## config.mk

```make
export PLATFORM = sky130hd
export DESIGN_NAME = nlrs_host
export DESIGN_NICKNAME = d
export VERILOG_FILES = /design/src/design/nlrs_pkg.sv /design/src/design/nlrs_fifo.sv /design/src/design/nlrs_host.sv
export SDC_FILE = /design/constraint.sdc
export NUM_CORES = 1
export LEC_CHECK = 0
export ABC_AREA = 1
export BUFFER_PORTS_ARGS = -buffer_cell sky130_fd_sc_hd__buf_2
export CORE_MARGIN = 2
export CORE_UTILIZATION = 60
export DETAILED_ROUTE_END_ITERATION = 10
export PLACE_DENSITY = 0.82
export RECOVER_POWER = 50
export SETUP_SLACK_MARGIN = 0.05
export SYNTH_ARGS = -nofsm -noshare
export SYNTH_HDL_FRONTEND = slang
export SYNTH_SLANG_ARGS = --single-unit
```

## constraint.sdc

```tcl
create_clock -name CLK_I -period 4 [get_ports CLK_I]
set_input_delay 0 -clock CLK_I [delete_from_list [all_inputs] [get_ports CLK_I]]
set_output_delay 0 -clock CLK_I [all_outputs]
set_load 0.05 [all_outputs]
```

## src/design/nlrs_pkg.sv

```systemverilog
package nlrs_pkg;

    // ****************************************
    // clock and timing
    // ****************************************
    localparam int CLK_MHZ = 10;
    localparam int T_WB_NS = 100;
    localparam int T_CCS_NS = 300;
    localparam int T_WHR_NS = 120;
    localparam int WB_CYC = (T_WB_NS * CLK_MHZ + 999) / 1000;
    localparam int CCS_CYC = (T_CCS_NS * CLK_MHZ + 999) / 1000;
    localparam int WHR_CYC = (T_WHR_NS * CLK_MHZ + 999) / 1000;

    // ****************************************
    // command bytes
    // ****************************************
    localparam logic [7:0] CMD_READ_1 = 8'h00;
    localparam logic [7:0] CMD_READ_2 = 8'h30;
    localparam logic [7:0] CMD_QUEUE = 8'h32;
    localparam logic [7:0] CMD_CACHE = 8'h31;
    localparam logic [7:0] CMD_CACHE_LAST = 8'h3f;
    localparam logic [7:0] CMD_STATUS = 8'h70;
    localparam logic [7:0] CMD_STATUS_ENH = 8'h78;
    localparam logic [7:0] CMD_COL = 8'h05;
    localparam logic [7:0] CMD_COL_ENH = 8'h06;
    localparam logic [7:0] CMD_COL_END = 8'he0;
    localparam logic [7:0] CMD_RESET = 8'hff;

    // ****************************************
    // address layout
    // ****************************************
    localparam logic [2:0] NADR_FULL = 3'h5;
    localparam logic [2:0] NADR_COL = 3'h2;
    localparam logic [2:0] NADR_ROW = 3'h3;
    localparam int ADR_W = 40;
    localparam int ROW_LSB = 16;
    localparam int ROW_W = 24;
    localparam int LEN_W = 16;
    localparam logic [LEN_W-1:0] STATUS_LEN = 16'h0001;

    // ****************************************
    // operations, waits, states
    // ****************************************
    typedef enum logic [3:0] {
        OP_READ = 4'h0, OP_QUEUE = 4'h1, OP_RAND = 4'h2, OP_SEQ = 4'h3,
        OP_LAST = 4'h4, OP_MODE = 4'h5, OP_STAT = 4'h6, OP_STATE = 4'h7,
        OP_COL = 4'h8, OP_COLE = 4'h9, OP_DATA = 4'ha, OP_RESET = 4'hb
    } nlrs_op_t;

    typedef enum logic [1:0] {
        W_NONE = 2'h0, W_BUSY = 2'h1, W_CCS = 2'h2, W_WHR = 2'h3
    } nlrs_wait_t;

    typedef enum logic [2:0] {
        S_IDLE = 3'h0, S_CMD1 = 3'h1, S_ADDR = 3'h3, S_CMD2 = 3'h2,
        S_WAIT = 3'h6, S_BUSY = 3'h7, S_DATA = 3'h5
    } nlrs_state_t;

endpackage

```

## src/design/nlrs_fifo.sv

```systemverilog
`timescale 1ns/100ps
`default_nettype none
module nlrs_fifo #(
    parameter int WIDTH = 8,
    parameter int DEPTH = 8
) (
    input wire logic clk_i,
    input wire logic reset_i,
    input wire logic en_i,
    input wire logic in_valid_i,
    output logic in_ready_o,
    input wire logic [WIDTH-1:0] in_data_i,
    output logic out_valid_o,
    input wire logic out_ready_i,
    output logic [WIDTH-1:0] out_data_o
);
    localparam int AW = $clog2(DEPTH);
    logic [WIDTH-1:0] mem [DEPTH];
    logic [AW:0] wr_r;
    logic [AW:0] rd_r;
    logic [AW:0] fill;
    logic push;
    logic pop;

    assign fill = wr_r - rd_r;
    assign in_ready_o = fill != (AW+1)'(DEPTH);
    assign out_valid_o = fill != '0;
    assign push = en_i && in_valid_i && in_ready_o;
    assign pop = en_i && out_valid_o && out_ready_i;
    assign out_data_o = mem[rd_r[AW-1:0]];

    always_ff @(posedge clk_i or posedge reset_i) begin
        if (reset_i) begin
            wr_r <= '0;
            rd_r <= '0;
        end else begin
            if (push) begin
                wr_r <= (wr_r + 1'b1 == (AW+1)'(2*DEPTH)) ? '0 : wr_r + 1'b1;
            end
            if (pop) begin
                rd_r <= (rd_r + 1'b1 == (AW+1)'(2*DEPTH)) ? '0 : rd_r + 1'b1;
            end
        end
    end

    always_ff @(posedge clk_i) begin
        if (push) begin
            mem[wr_r[AW-1:0]] <= in_data_i;
        end
    end
endmodule
`default_nettype wire

```

## src/design/nlrs_host.sv

```systemverilog
`timescale 1ns/100ps
`default_nettype none
module nlrs_host #(
    parameter int LUN_LSB = 23,
    parameter int LUN_W = 1,
    parameter int FIFO_DEPTH = 8
) (
    input wire logic CLK_I,
    input wire logic RESET_I,
    input wire logic CE_I,
    input wire logic OP_VALID_I,
    output logic OP_READY_O,
    output logic OP_REFUSED_O,
    input wire logic [3:0] OP_CODE_I,
    input wire logic [nlrs_pkg::ADR_W-1:0] OP_ADDR_I,
    input wire logic [nlrs_pkg::LEN_W-1:0] OP_LEN_I,
    output logic [7:0] RD_DATA_O,
    output logic RD_VALID_O,
    input wire logic RD_READY_I,
    output logic DIE_RDY_O,
    output logic DIE_ARDY_O,
    output logic NAND_CE_N_O,
    output logic NAND_CLE_O,
    output logic NAND_ALE_O,
    output logic NAND_WE_N_O,
    output logic NAND_RE_N_O,
    input wire logic [7:0] NAND_DQ_I,
    output logic [7:0] NAND_DQ_O,
    output logic NAND_DQ_OE_O,
    input wire logic NAND_RB_N_I
);
    // ****************************************
    // ready/busy synchroniser
    // ****************************************
    logic rb_s1_r, rb_s2_r, rb_s3_r, rb_q_r, rb_q_nxt;
    assign rb_q_nxt = (rb_s2_r == rb_s3_r) ? rb_s3_r : rb_q_r;
    always_ff @(posedge CLK_I or posedge RESET_I) begin
        if (RESET_I) begin
            rb_s1_r <= 1'b1;
            rb_s2_r <= 1'b1;
            rb_s3_r <= 1'b1;
            rb_q_r <= 1'b1;
        end else if (CE_I) begin
            rb_s1_r <= NAND_RB_N_I;
            rb_s2_r <= rb_s1_r;
            rb_s3_r <= rb_s2_r;
            rb_q_r <= rb_q_nxt;
        end
    end

    // ****************************************
    // die state tracking and command legality
    // ****************************************
    nlrs_pkg::nlrs_state_t state_r, state_nxt;
    logic loaded_r, cache_r, queued_r, stsel_r;
    logic loaded_nxt, cache_nxt, queued_nxt, stsel_nxt;
    logic [nlrs_pkg::ROW_W-1:0] row_r, row_nxt, row_inc, op_row;
    logic idle, legal, go, seq_cross, lun_ok;
    logic op_read, op_queue, op_rand, op_seq, op_last, op_mode;
    logic op_stat, op_state, op_col, op_cole, op_data, op_reset;

    assign op_read = OP_CODE_I == nlrs_pkg::OP_READ;
    assign op_queue = OP_CODE_I == nlrs_pkg::OP_QUEUE;
    assign op_rand = OP_CODE_I == nlrs_pkg::OP_RAND;
    assign op_seq = OP_CODE_I == nlrs_pkg::OP_SEQ;
    assign op_last = OP_CODE_I == nlrs_pkg::OP_LAST;
    assign op_mode = OP_CODE_I == nlrs_pkg::OP_MODE;
    assign op_stat = OP_CODE_I == nlrs_pkg::OP_STAT;
    assign op_state = OP_CODE_I == nlrs_pkg::OP_STATE;
    assign op_col = OP_CODE_I == nlrs_pkg::OP_COL;
    assign op_cole = OP_CODE_I == nlrs_pkg::OP_COLE;
    assign op_data = OP_CODE_I == nlrs_pkg::OP_DATA;
    assign op_reset = OP_CODE_I == nlrs_pkg::OP_RESET;

    assign op_row = OP_ADDR_I[nlrs_pkg::ROW_LSB +: nlrs_pkg::ROW_W];
    assign row_inc = row_r + 1'b1;
    assign seq_cross = row_inc[LUN_LSB +: LUN_W] != row_r[LUN_LSB +: LUN_W];
    assign lun_ok = op_row[LUN_LSB +: LUN_W] == row_r[LUN_LSB +: LUN_W];
    assign idle = state_r == nlrs_pkg::S_IDLE;
    // busy states never reach here: ops are taken only when idle
    assign legal = op_stat || op_state || op_reset
        || (op_read && !cache_r)
        || op_queue
        || (op_rand && loaded_r && lun_ok)
        || (op_seq && loaded_r && !queued_r && !seq_cross)
        || (op_last && cache_r && !queued_r)
        || ((op_mode || op_col || op_cole || op_data) && loaded_r && !queued_r);
    assign OP_READY_O = idle;
    assign OP_REFUSED_O = OP_VALID_I && idle && !legal;
    assign go = CE_I && OP_VALID_I && idle && legal;

    assign loaded_nxt = !go ? loaded_r : (op_reset ? 1'b0 : (op_read || loaded_r));
    assign cache_nxt = !go ? cache_r : ((op_rand || op_seq) ? 1'b1
        : ((op_reset || op_last || op_read) ? 1'b0 : cache_r));
    assign queued_nxt = !go ? queued_r : (op_queue ? 1'b1 : ((op_read || op_rand || op_reset) ? 1'b0 : queued_r));
    assign stsel_nxt = !go ? stsel_r : ((op_stat || op_state) ? 1'b1
        : ((op_mode || op_data || op_read || op_reset) ? 1'b0 : stsel_r));
    assign row_nxt = !go ? row_r : ((op_read || op_rand) ? op_row : (op_seq ? row_inc : row_r));
    assign DIE_RDY_O = state_r != nlrs_pkg::S_BUSY;
    assign DIE_ARDY_O = DIE_RDY_O && !cache_r;

    // ****************************************
    // bus sequence set-up per operation
    // ****************************************
    logic [7:0] s_c1, s_c2;
    logic s_hc1, s_hc2;
    logic [2:0] s_nadr;
    logic [nlrs_pkg::ADR_W-1:0] s_adr;
    nlrs_pkg::nlrs_wait_t s_wait;
    logic [nlrs_pkg::LEN_W-1:0] s_len;
    always_comb begin
        s_c1 = nlrs_pkg::CMD_READ_1;
        s_c2 = nlrs_pkg::CMD_READ_2;
        s_hc1 = 1'b1;
        s_hc2 = 1'b0;
        s_nadr = '0;
        s_adr = OP_ADDR_I;
        s_wait = nlrs_pkg::W_BUSY;
        s_len = '0;
        unique case (OP_CODE_I)
            nlrs_pkg::OP_READ: begin
                s_hc2 = 1'b1;
                s_nadr = nlrs_pkg::NADR_FULL;
            end
            nlrs_pkg::OP_QUEUE, nlrs_pkg::OP_RAND: begin
                s_c2 = op_queue ? nlrs_pkg::CMD_QUEUE : nlrs_pkg::CMD_CACHE;
                s_hc2 = 1'b1;
                s_nadr = nlrs_pkg::NADR_FULL;
            end
            nlrs_pkg::OP_SEQ: s_c1 = nlrs_pkg::CMD_CACHE;
            nlrs_pkg::OP_LAST: s_c1 = nlrs_pkg::CMD_CACHE_LAST;
            nlrs_pkg::OP_RESET: s_c1 = nlrs_pkg::CMD_RESET;
            nlrs_pkg::OP_MODE: s_wait = nlrs_pkg::W_NONE;
            nlrs_pkg::OP_STAT, nlrs_pkg::OP_STATE: begin
                s_c1 = op_stat ? nlrs_pkg::CMD_STATUS : nlrs_pkg::CMD_STATUS_ENH;
                s_nadr = op_stat ? 3'h0 : nlrs_pkg::NADR_ROW;
                s_adr = OP_ADDR_I >> nlrs_pkg::ROW_LSB;
                s_wait = nlrs_pkg::W_WHR;
                s_len = nlrs_pkg::STATUS_LEN;
            end
            nlrs_pkg::OP_COL, nlrs_pkg::OP_COLE: begin
                s_c1 = op_col ? nlrs_pkg::CMD_COL : nlrs_pkg::CMD_COL_ENH;
                s_c2 = nlrs_pkg::CMD_COL_END;
                s_hc2 = 1'b1;
                s_nadr = op_col ? nlrs_pkg::NADR_COL : nlrs_pkg::NADR_FULL;
                s_wait = nlrs_pkg::W_CCS;
            end
            nlrs_pkg::OP_DATA: begin
                s_hc1 = stsel_r;
                s_wait = nlrs_pkg::W_NONE;
                s_len = OP_LEN_I;
            end
            default: s_hc1 = 1'b0;
        endcase
    end

    // ****************************************
    // pin sequencer
    // ****************************************
    logic phase_r, phase_nxt, seen_lo_r, seen_lo_nxt;
    logic hc2_r, hc2_nxt;
    logic [7:0] c1_r, c1_nxt, c2_r, c2_nxt, cnt_r, cnt_nxt;
    logic [2:0] nadr_r, nadr_nxt;
    logic [nlrs_pkg::ADR_W-1:0] adr_r, adr_nxt;
    nlrs_pkg::nlrs_wait_t wait_r, wait_nxt;
    logic [nlrs_pkg::LEN_W-1:0] len_r, len_nxt;
    nlrs_pkg::nlrs_state_t after, start;
    logic fifo_ready, push, wcyc;
    logic [7:0] s_cnt;

    assign s_cnt = (s_wait == nlrs_pkg::W_CCS) ? 8'(nlrs_pkg::CCS_CYC)
        : ((s_wait == nlrs_pkg::W_WHR) ? 8'(nlrs_pkg::WHR_CYC) : 8'(nlrs_pkg::WB_CYC));
    assign after = (wait_r != nlrs_pkg::W_NONE) ? nlrs_pkg::S_WAIT
        : ((len_r != '0) ? nlrs_pkg::S_DATA : nlrs_pkg::S_IDLE);
    assign start = s_hc1 ? nlrs_pkg::S_CMD1 : ((s_len != '0) ? nlrs_pkg::S_DATA : nlrs_pkg::S_IDLE);
    assign wcyc = state_r == nlrs_pkg::S_CMD1 || state_r == nlrs_pkg::S_ADDR || state_r == nlrs_pkg::S_CMD2;
    assign push = CE_I && state_r == nlrs_pkg::S_DATA && !phase_r && fifo_ready;

    always_comb begin
        state_nxt = state_r;
        unique case (state_r)
            nlrs_pkg::S_IDLE: state_nxt = go ? start : state_r;
            nlrs_pkg::S_CMD1: if (phase_r) begin
                state_nxt = (nadr_r != '0) ? nlrs_pkg::S_ADDR : (hc2_r ? nlrs_pkg::S_CMD2 : after);
            end
            nlrs_pkg::S_ADDR: if (phase_r && nadr_r == 3'h1) begin
                state_nxt = hc2_r ? nlrs_pkg::S_CMD2 : after;
            end
            nlrs_pkg::S_CMD2: if (phase_r) begin
                state_nxt = after;
            end
            nlrs_pkg::S_WAIT: if (cnt_r == '0) begin
                state_nxt = (wait_r == nlrs_pkg::W_BUSY) ? nlrs_pkg::S_BUSY
                    : ((len_r != '0) ? nlrs_pkg::S_DATA : nlrs_pkg::S_IDLE);
            end
            nlrs_pkg::S_BUSY: if (seen_lo_r && rb_q_r) begin
                state_nxt = (len_r != '0) ? nlrs_pkg::S_DATA : nlrs_pkg::S_IDLE;
            end
            nlrs_pkg::S_DATA: if (phase_r && len_r == '0) begin
                state_nxt = nlrs_pkg::S_IDLE;
            end
            default: state_nxt = nlrs_pkg::S_IDLE;
        endcase
    end

    assign phase_nxt = (wcyc || (state_r == nlrs_pkg::S_DATA && (phase_r || fifo_ready))) ? !phase_r : 1'b0;
    assign c1_nxt = go ? s_c1 : c1_r;
    assign c2_nxt = go ? s_c2 : c2_r;
    assign hc2_nxt = go ? s_hc2 : hc2_r;
    assign wait_nxt = go ? s_wait : wait_r;
    assign nadr_nxt = go ? s_nadr : ((state_r == nlrs_pkg::S_ADDR && phase_r) ? nadr_r - 1'b1 : nadr_r);
    assign adr_nxt = go ? s_adr : ((state_r == nlrs_pkg::S_ADDR && phase_r) ? adr_r >> 8 : adr_r);
    assign len_nxt = go ? s_len : (push ? len_r - 1'b1 : len_r);
    assign cnt_nxt = go ? s_cnt : ((state_r == nlrs_pkg::S_WAIT && cnt_r != '0) ? cnt_r - 1'b1 : cnt_r);
    assign seen_lo_nxt = (state_r == nlrs_pkg::S_BUSY) ? (seen_lo_r || !rb_q_r) : 1'b0;

    always_ff @(posedge CLK_I or posedge RESET_I) begin
        if (RESET_I) begin
            state_r <= nlrs_pkg::S_IDLE;
            wait_r <= nlrs_pkg::W_NONE;
            {phase_r, seen_lo_r, hc2_r} <= 3'h0;
            {c1_r, c2_r, cnt_r, nadr_r} <= '0;
            {adr_r, len_r, row_r} <= '0;
            {loaded_r, cache_r, queued_r, stsel_r} <= 4'h0;
        end else if (CE_I) begin
            state_r <= state_nxt;
            wait_r <= wait_nxt;
            {phase_r, seen_lo_r, hc2_r} <= {phase_nxt, seen_lo_nxt, hc2_nxt};
            {c1_r, c2_r, cnt_r, nadr_r} <= {c1_nxt, c2_nxt, cnt_nxt, nadr_nxt};
            {adr_r, len_r, row_r} <= {adr_nxt, len_nxt, row_nxt};
            {loaded_r, cache_r, queued_r, stsel_r} <= {loaded_nxt, cache_nxt, queued_nxt, stsel_nxt};
        end
    end

    assign NAND_CE_N_O = idle;
    assign NAND_CLE_O = state_r == nlrs_pkg::S_CMD1 || state_r == nlrs_pkg::S_CMD2;
    assign NAND_ALE_O = state_r == nlrs_pkg::S_ADDR;
    assign NAND_WE_N_O = !(wcyc && !phase_r);
    assign NAND_DQ_OE_O = wcyc;
    assign NAND_DQ_O = !wcyc ? 8'h00 : (NAND_ALE_O ? adr_r[7:0]
        : ((state_r == nlrs_pkg::S_CMD1) ? c1_r : c2_r));
    assign NAND_RE_N_O = !(state_r == nlrs_pkg::S_DATA && !phase_r && fifo_ready);

    // ****************************************
    // read data buffer
    // ****************************************
    nlrs_fifo #(.WIDTH(8), .DEPTH(FIFO_DEPTH)) u_fifo (
        .clk_i(CLK_I),
        .reset_i(RESET_I),
        .en_i(CE_I),
        .in_valid_i(push),
        .in_ready_o(fifo_ready),
        .in_data_i(NAND_DQ_I),
        .out_valid_o(RD_VALID_O),
        .out_ready_i(RD_READY_I),
        .out_data_o(RD_DATA_O)
    );
endmodule
`default_nettype wire

```

==> flow_summary.toml <==
[timing]
grt_setup_unrepaired = "false"
setup_viol = 0
slew_headroom = -0.977
hold_slack_ps = 13.7
finalCriticalPeriod_ps = 3530
clock_skew_ps = 18.8
tns_ps = 0
finalCritPeriodShare = 0.883
maxSlewViolCount = 66
fmax_mhz = 283
hold_viol_final = 0
tightestPinTransition_ps = 2950

[route]
drtPass1Iterations = 6
wl_per_cell_um = 16.9
vias = 9959
routed_via_density = 5.70
drt_iter0_markers = 971
drc = 0
ant_nets = 0
drt-total-wl_um = 29500

[clocking]
cts-root-buf = "clkbuf_16"
cts_buffers = 17
ctsResizeCount = 0
cts.htree.levels = 4
clk_latency_ps = 450
cts_sinks = 191
cts_tree = "built"
path_clk_slew_ps = 80
cts_hold_buf = 65
cts_buffer_depth = 2
cts_setup_buffers = 0

[placed_design]
place.gp.congestion = 0.924
hpwl_um = 19800
io_buffers = 100

[synth]
synth_area_sq_um = 10500
async_flop_share = 0.665
ys_ff_latch = 191
synth_edf_count = 64
synth_cell_types = 45
synthMostInstantiatedCell = "nand2_1"
yosys.area.top_type = "dfrtp_1"
ys.flop_type = "dfrtp_1"
synth_common_cells = "nand2_1, nor2_1, dfrtp_1"
synth_fp_nets = 1450
synth_top_area_share = 0.293
ys_top_cells_by_area = "dfrtp_1, edfxtp_1, nand2_1"
syn_area_per_cell_sq_um = 7.70
netlist_instances = 1362
ys_seq_area_frac = 0.487
yosys_warnings = 0

[setup_path]
cp_max_fo = 59
cp.required_ps = 4390
critPathKind = "primary input to flip-flop"
cp.arrival_ps = 3920
cp-start-kind = "primary input"
cpLargestDelayFamily = "buffers and inverters"
crit_path_top_delay_cell = "dlygate4sd3_1"
reg2reg_from = "u_fifo.rd_r[1]$_DFFE_PP0P_"
crit_top_cell = "dlygate4sd3_1"
cp_num_buf_inv = 6
cp-end-kind = "flip-flop"
path_cells = "dlygate4sd3_1 > buf_2 > nor2_2 > dlygate4sd3_1 > nand2_1 > nor2_1 > nor2_1 > nand3_4 > nand2_4 > inv_2 > buf_4 > nand4_1 > dlygate4sd3_1 > nand2_1"
cpPeakStageDelay_ps = 650
crit_path_start = "OP_CODE_I[3]"

[grt]
grt_max_degree = 66
antenna_found_initial = 0
overflow = 0
grt_pass1_wl_um = 47600
grt_pass1_vias = 9433
grt_util_all_layers = 0.333

[power]
power.total_mw = 7.84
ir_drop_mv = 0.544
p_leak_nw = 5.77
power_density_nw_per_um2 = 634

[status]
violations = "max-capacitance violations, max-slew violations"
status = "finished, violations left"

[floorplan]
io_pins = 101
rows = 48
die-width_um = 136
chipHeight_um = 136
dieArea_sq_um = 18600
start_util = 0.611
core_area_sq_um = 17200

[min_path]
hold_path.class = "primary input to flip-flop"
min_from = "RD_READY_I"

[layout]
final_net_count = 1598
syn_to_final_growth_pct = 17.8
final_util = 0.720
drive_gt1_frac = 0.114
diodes = 0

[run]
cap_violations = 1
## final cells by class
type / count / area (sq um)
fillers: 1375 / 4810
multi-input cells: 987 / 4630
clock inverters: 15 / 175
flip-flops and latches: 191 / 5100
well taps: 225 / 282
repair buffers: 182 / 1250
inverters: 131 / 495
clock buffers: 17 / 425
## registers in the layout (all words and copies together) (netlist names)
name	count
adr_r	40
c1_r	7
c2_r	5
cache_r	1
cnt_r	8
hc2_r	1
len_r	16
loaded_r	1
nadr_r	3
phase_r	1
queued_r	1
rb_q_r	1
rb_s1_r	1
rb_s2_r	1
rb_s3_r	1
row_r	24
seen_lo_r	1
state_r	3
stsel_r	1
u_fifo.mem	64
u_fifo.rd_r	4
u_fifo.wr_r	4
wait_r	2
## per-stage QoR
step           area [sq um]  worst slack, ps  instances
2_1_floorplan         10500              622       1362
3_3_place_gp          11100              758       1651
3_5_place_dp          11100              526       1651
4_1_cts               12400              488       1748
5_1_grt               12400              140       1748
6_report              12400              469       1748
## report_power, final
| part | total [mW] | leakage, nW | switching (mW) | internal (mW) |
|---|---|---|---|---|
| logic | 3.22 | 3.30 | 2.27 | 0.956 |
| registers | 2.88 | 2.19 | 0.398 | 2.48 |
| clock network | 1.74 | 0.281 | 0.842 | 0.893 |
## cell usage in the layout, fill, tap and decap left out, drive strengths merged, types with 4 or more instances in the layout
| cell | netlist | final |
|---|---|---|
| nor3 | 23 | 23 |
| nand2 | 439 | 439 |
| xnor2 | 8 | 8 |
| clkinv | 3 | 7 |
| xor2 | 18 | 18 |
| o21ai | 129 | 129 |
| nor2 | 165 | 165 |
| o22ai | 10 | 10 |
| a21oi | 26 | 26 |
| dfstp | 4 | 4 |
| clkbuf | 31 | 35 |
| dlygate4sd3 | 0 | 65 |
| o21bai | 4 | 4 |
| nand4 | 33 | 33 |
| clkinvlp | 0 | 5 |
| nand3 | 90 | 90 |
| dfrtp | 123 | 123 |
| ha | 14 | 14 |
| inv | 128 | 133 |
| edfxtp | 64 | 64 |
| buf | 22 | 99 |
| a31oi | 9 | 9 |
## worst min-delay path, stage by stage
cell and delay [ps]:
buf_2 90, nand3_1 210, a21oi_1 110
## worst paths after layout
path | to | slack, ps | cells past startpoint
max in group asynchronous | len_r[8]$_DFFE_PP0P_ | 1170 | 4
setup / recovery | cache_r$_DFFE_PP0P_ | 470 | 14
hold reg to reg | c2_r[5]$_DFFE_PP0P_ | 460 | 2
setup reg to reg | u_fifo.mem[4][4]$_DFFE_PP_ | 470 | 14
hold / removal | u_fifo.rd_r[1]$_DFFE_PP0P_ | 10 | 3
min in group asynchronous | adr_r[7]$_DFFE_PP0P_ | 940 | 3
## per-layer routing
metal / GRT usage / part of all wire / wire, um / vias to the layer above
met5: 0 / 0 / 0 / -
met4: 0.137 / 0.037 / 1080 / 0
met3: 0.0570 / 0.076 / 2240 / 86
met2: 0.546 / 0.48 / 14200 / 493
met1: 0.440 / 0.41 / 12000 / 4639
li1: - / - / - / 4741
## cells by family after synthesis
family                   Yosys count  share of synthesized area
AO/OA/AOI/OAI                    190                     0.0976
XOR/XNOR                          26                     0.0217
flip-flops                       191                      0.487
buffers and inverters            184                     0.0723
adder cells (fa/ha/maj)           14                     0.0167
AND/OR/NAND/NOR                  757                      0.305
No activity file was read; power rests on OpenSTA's default activity.
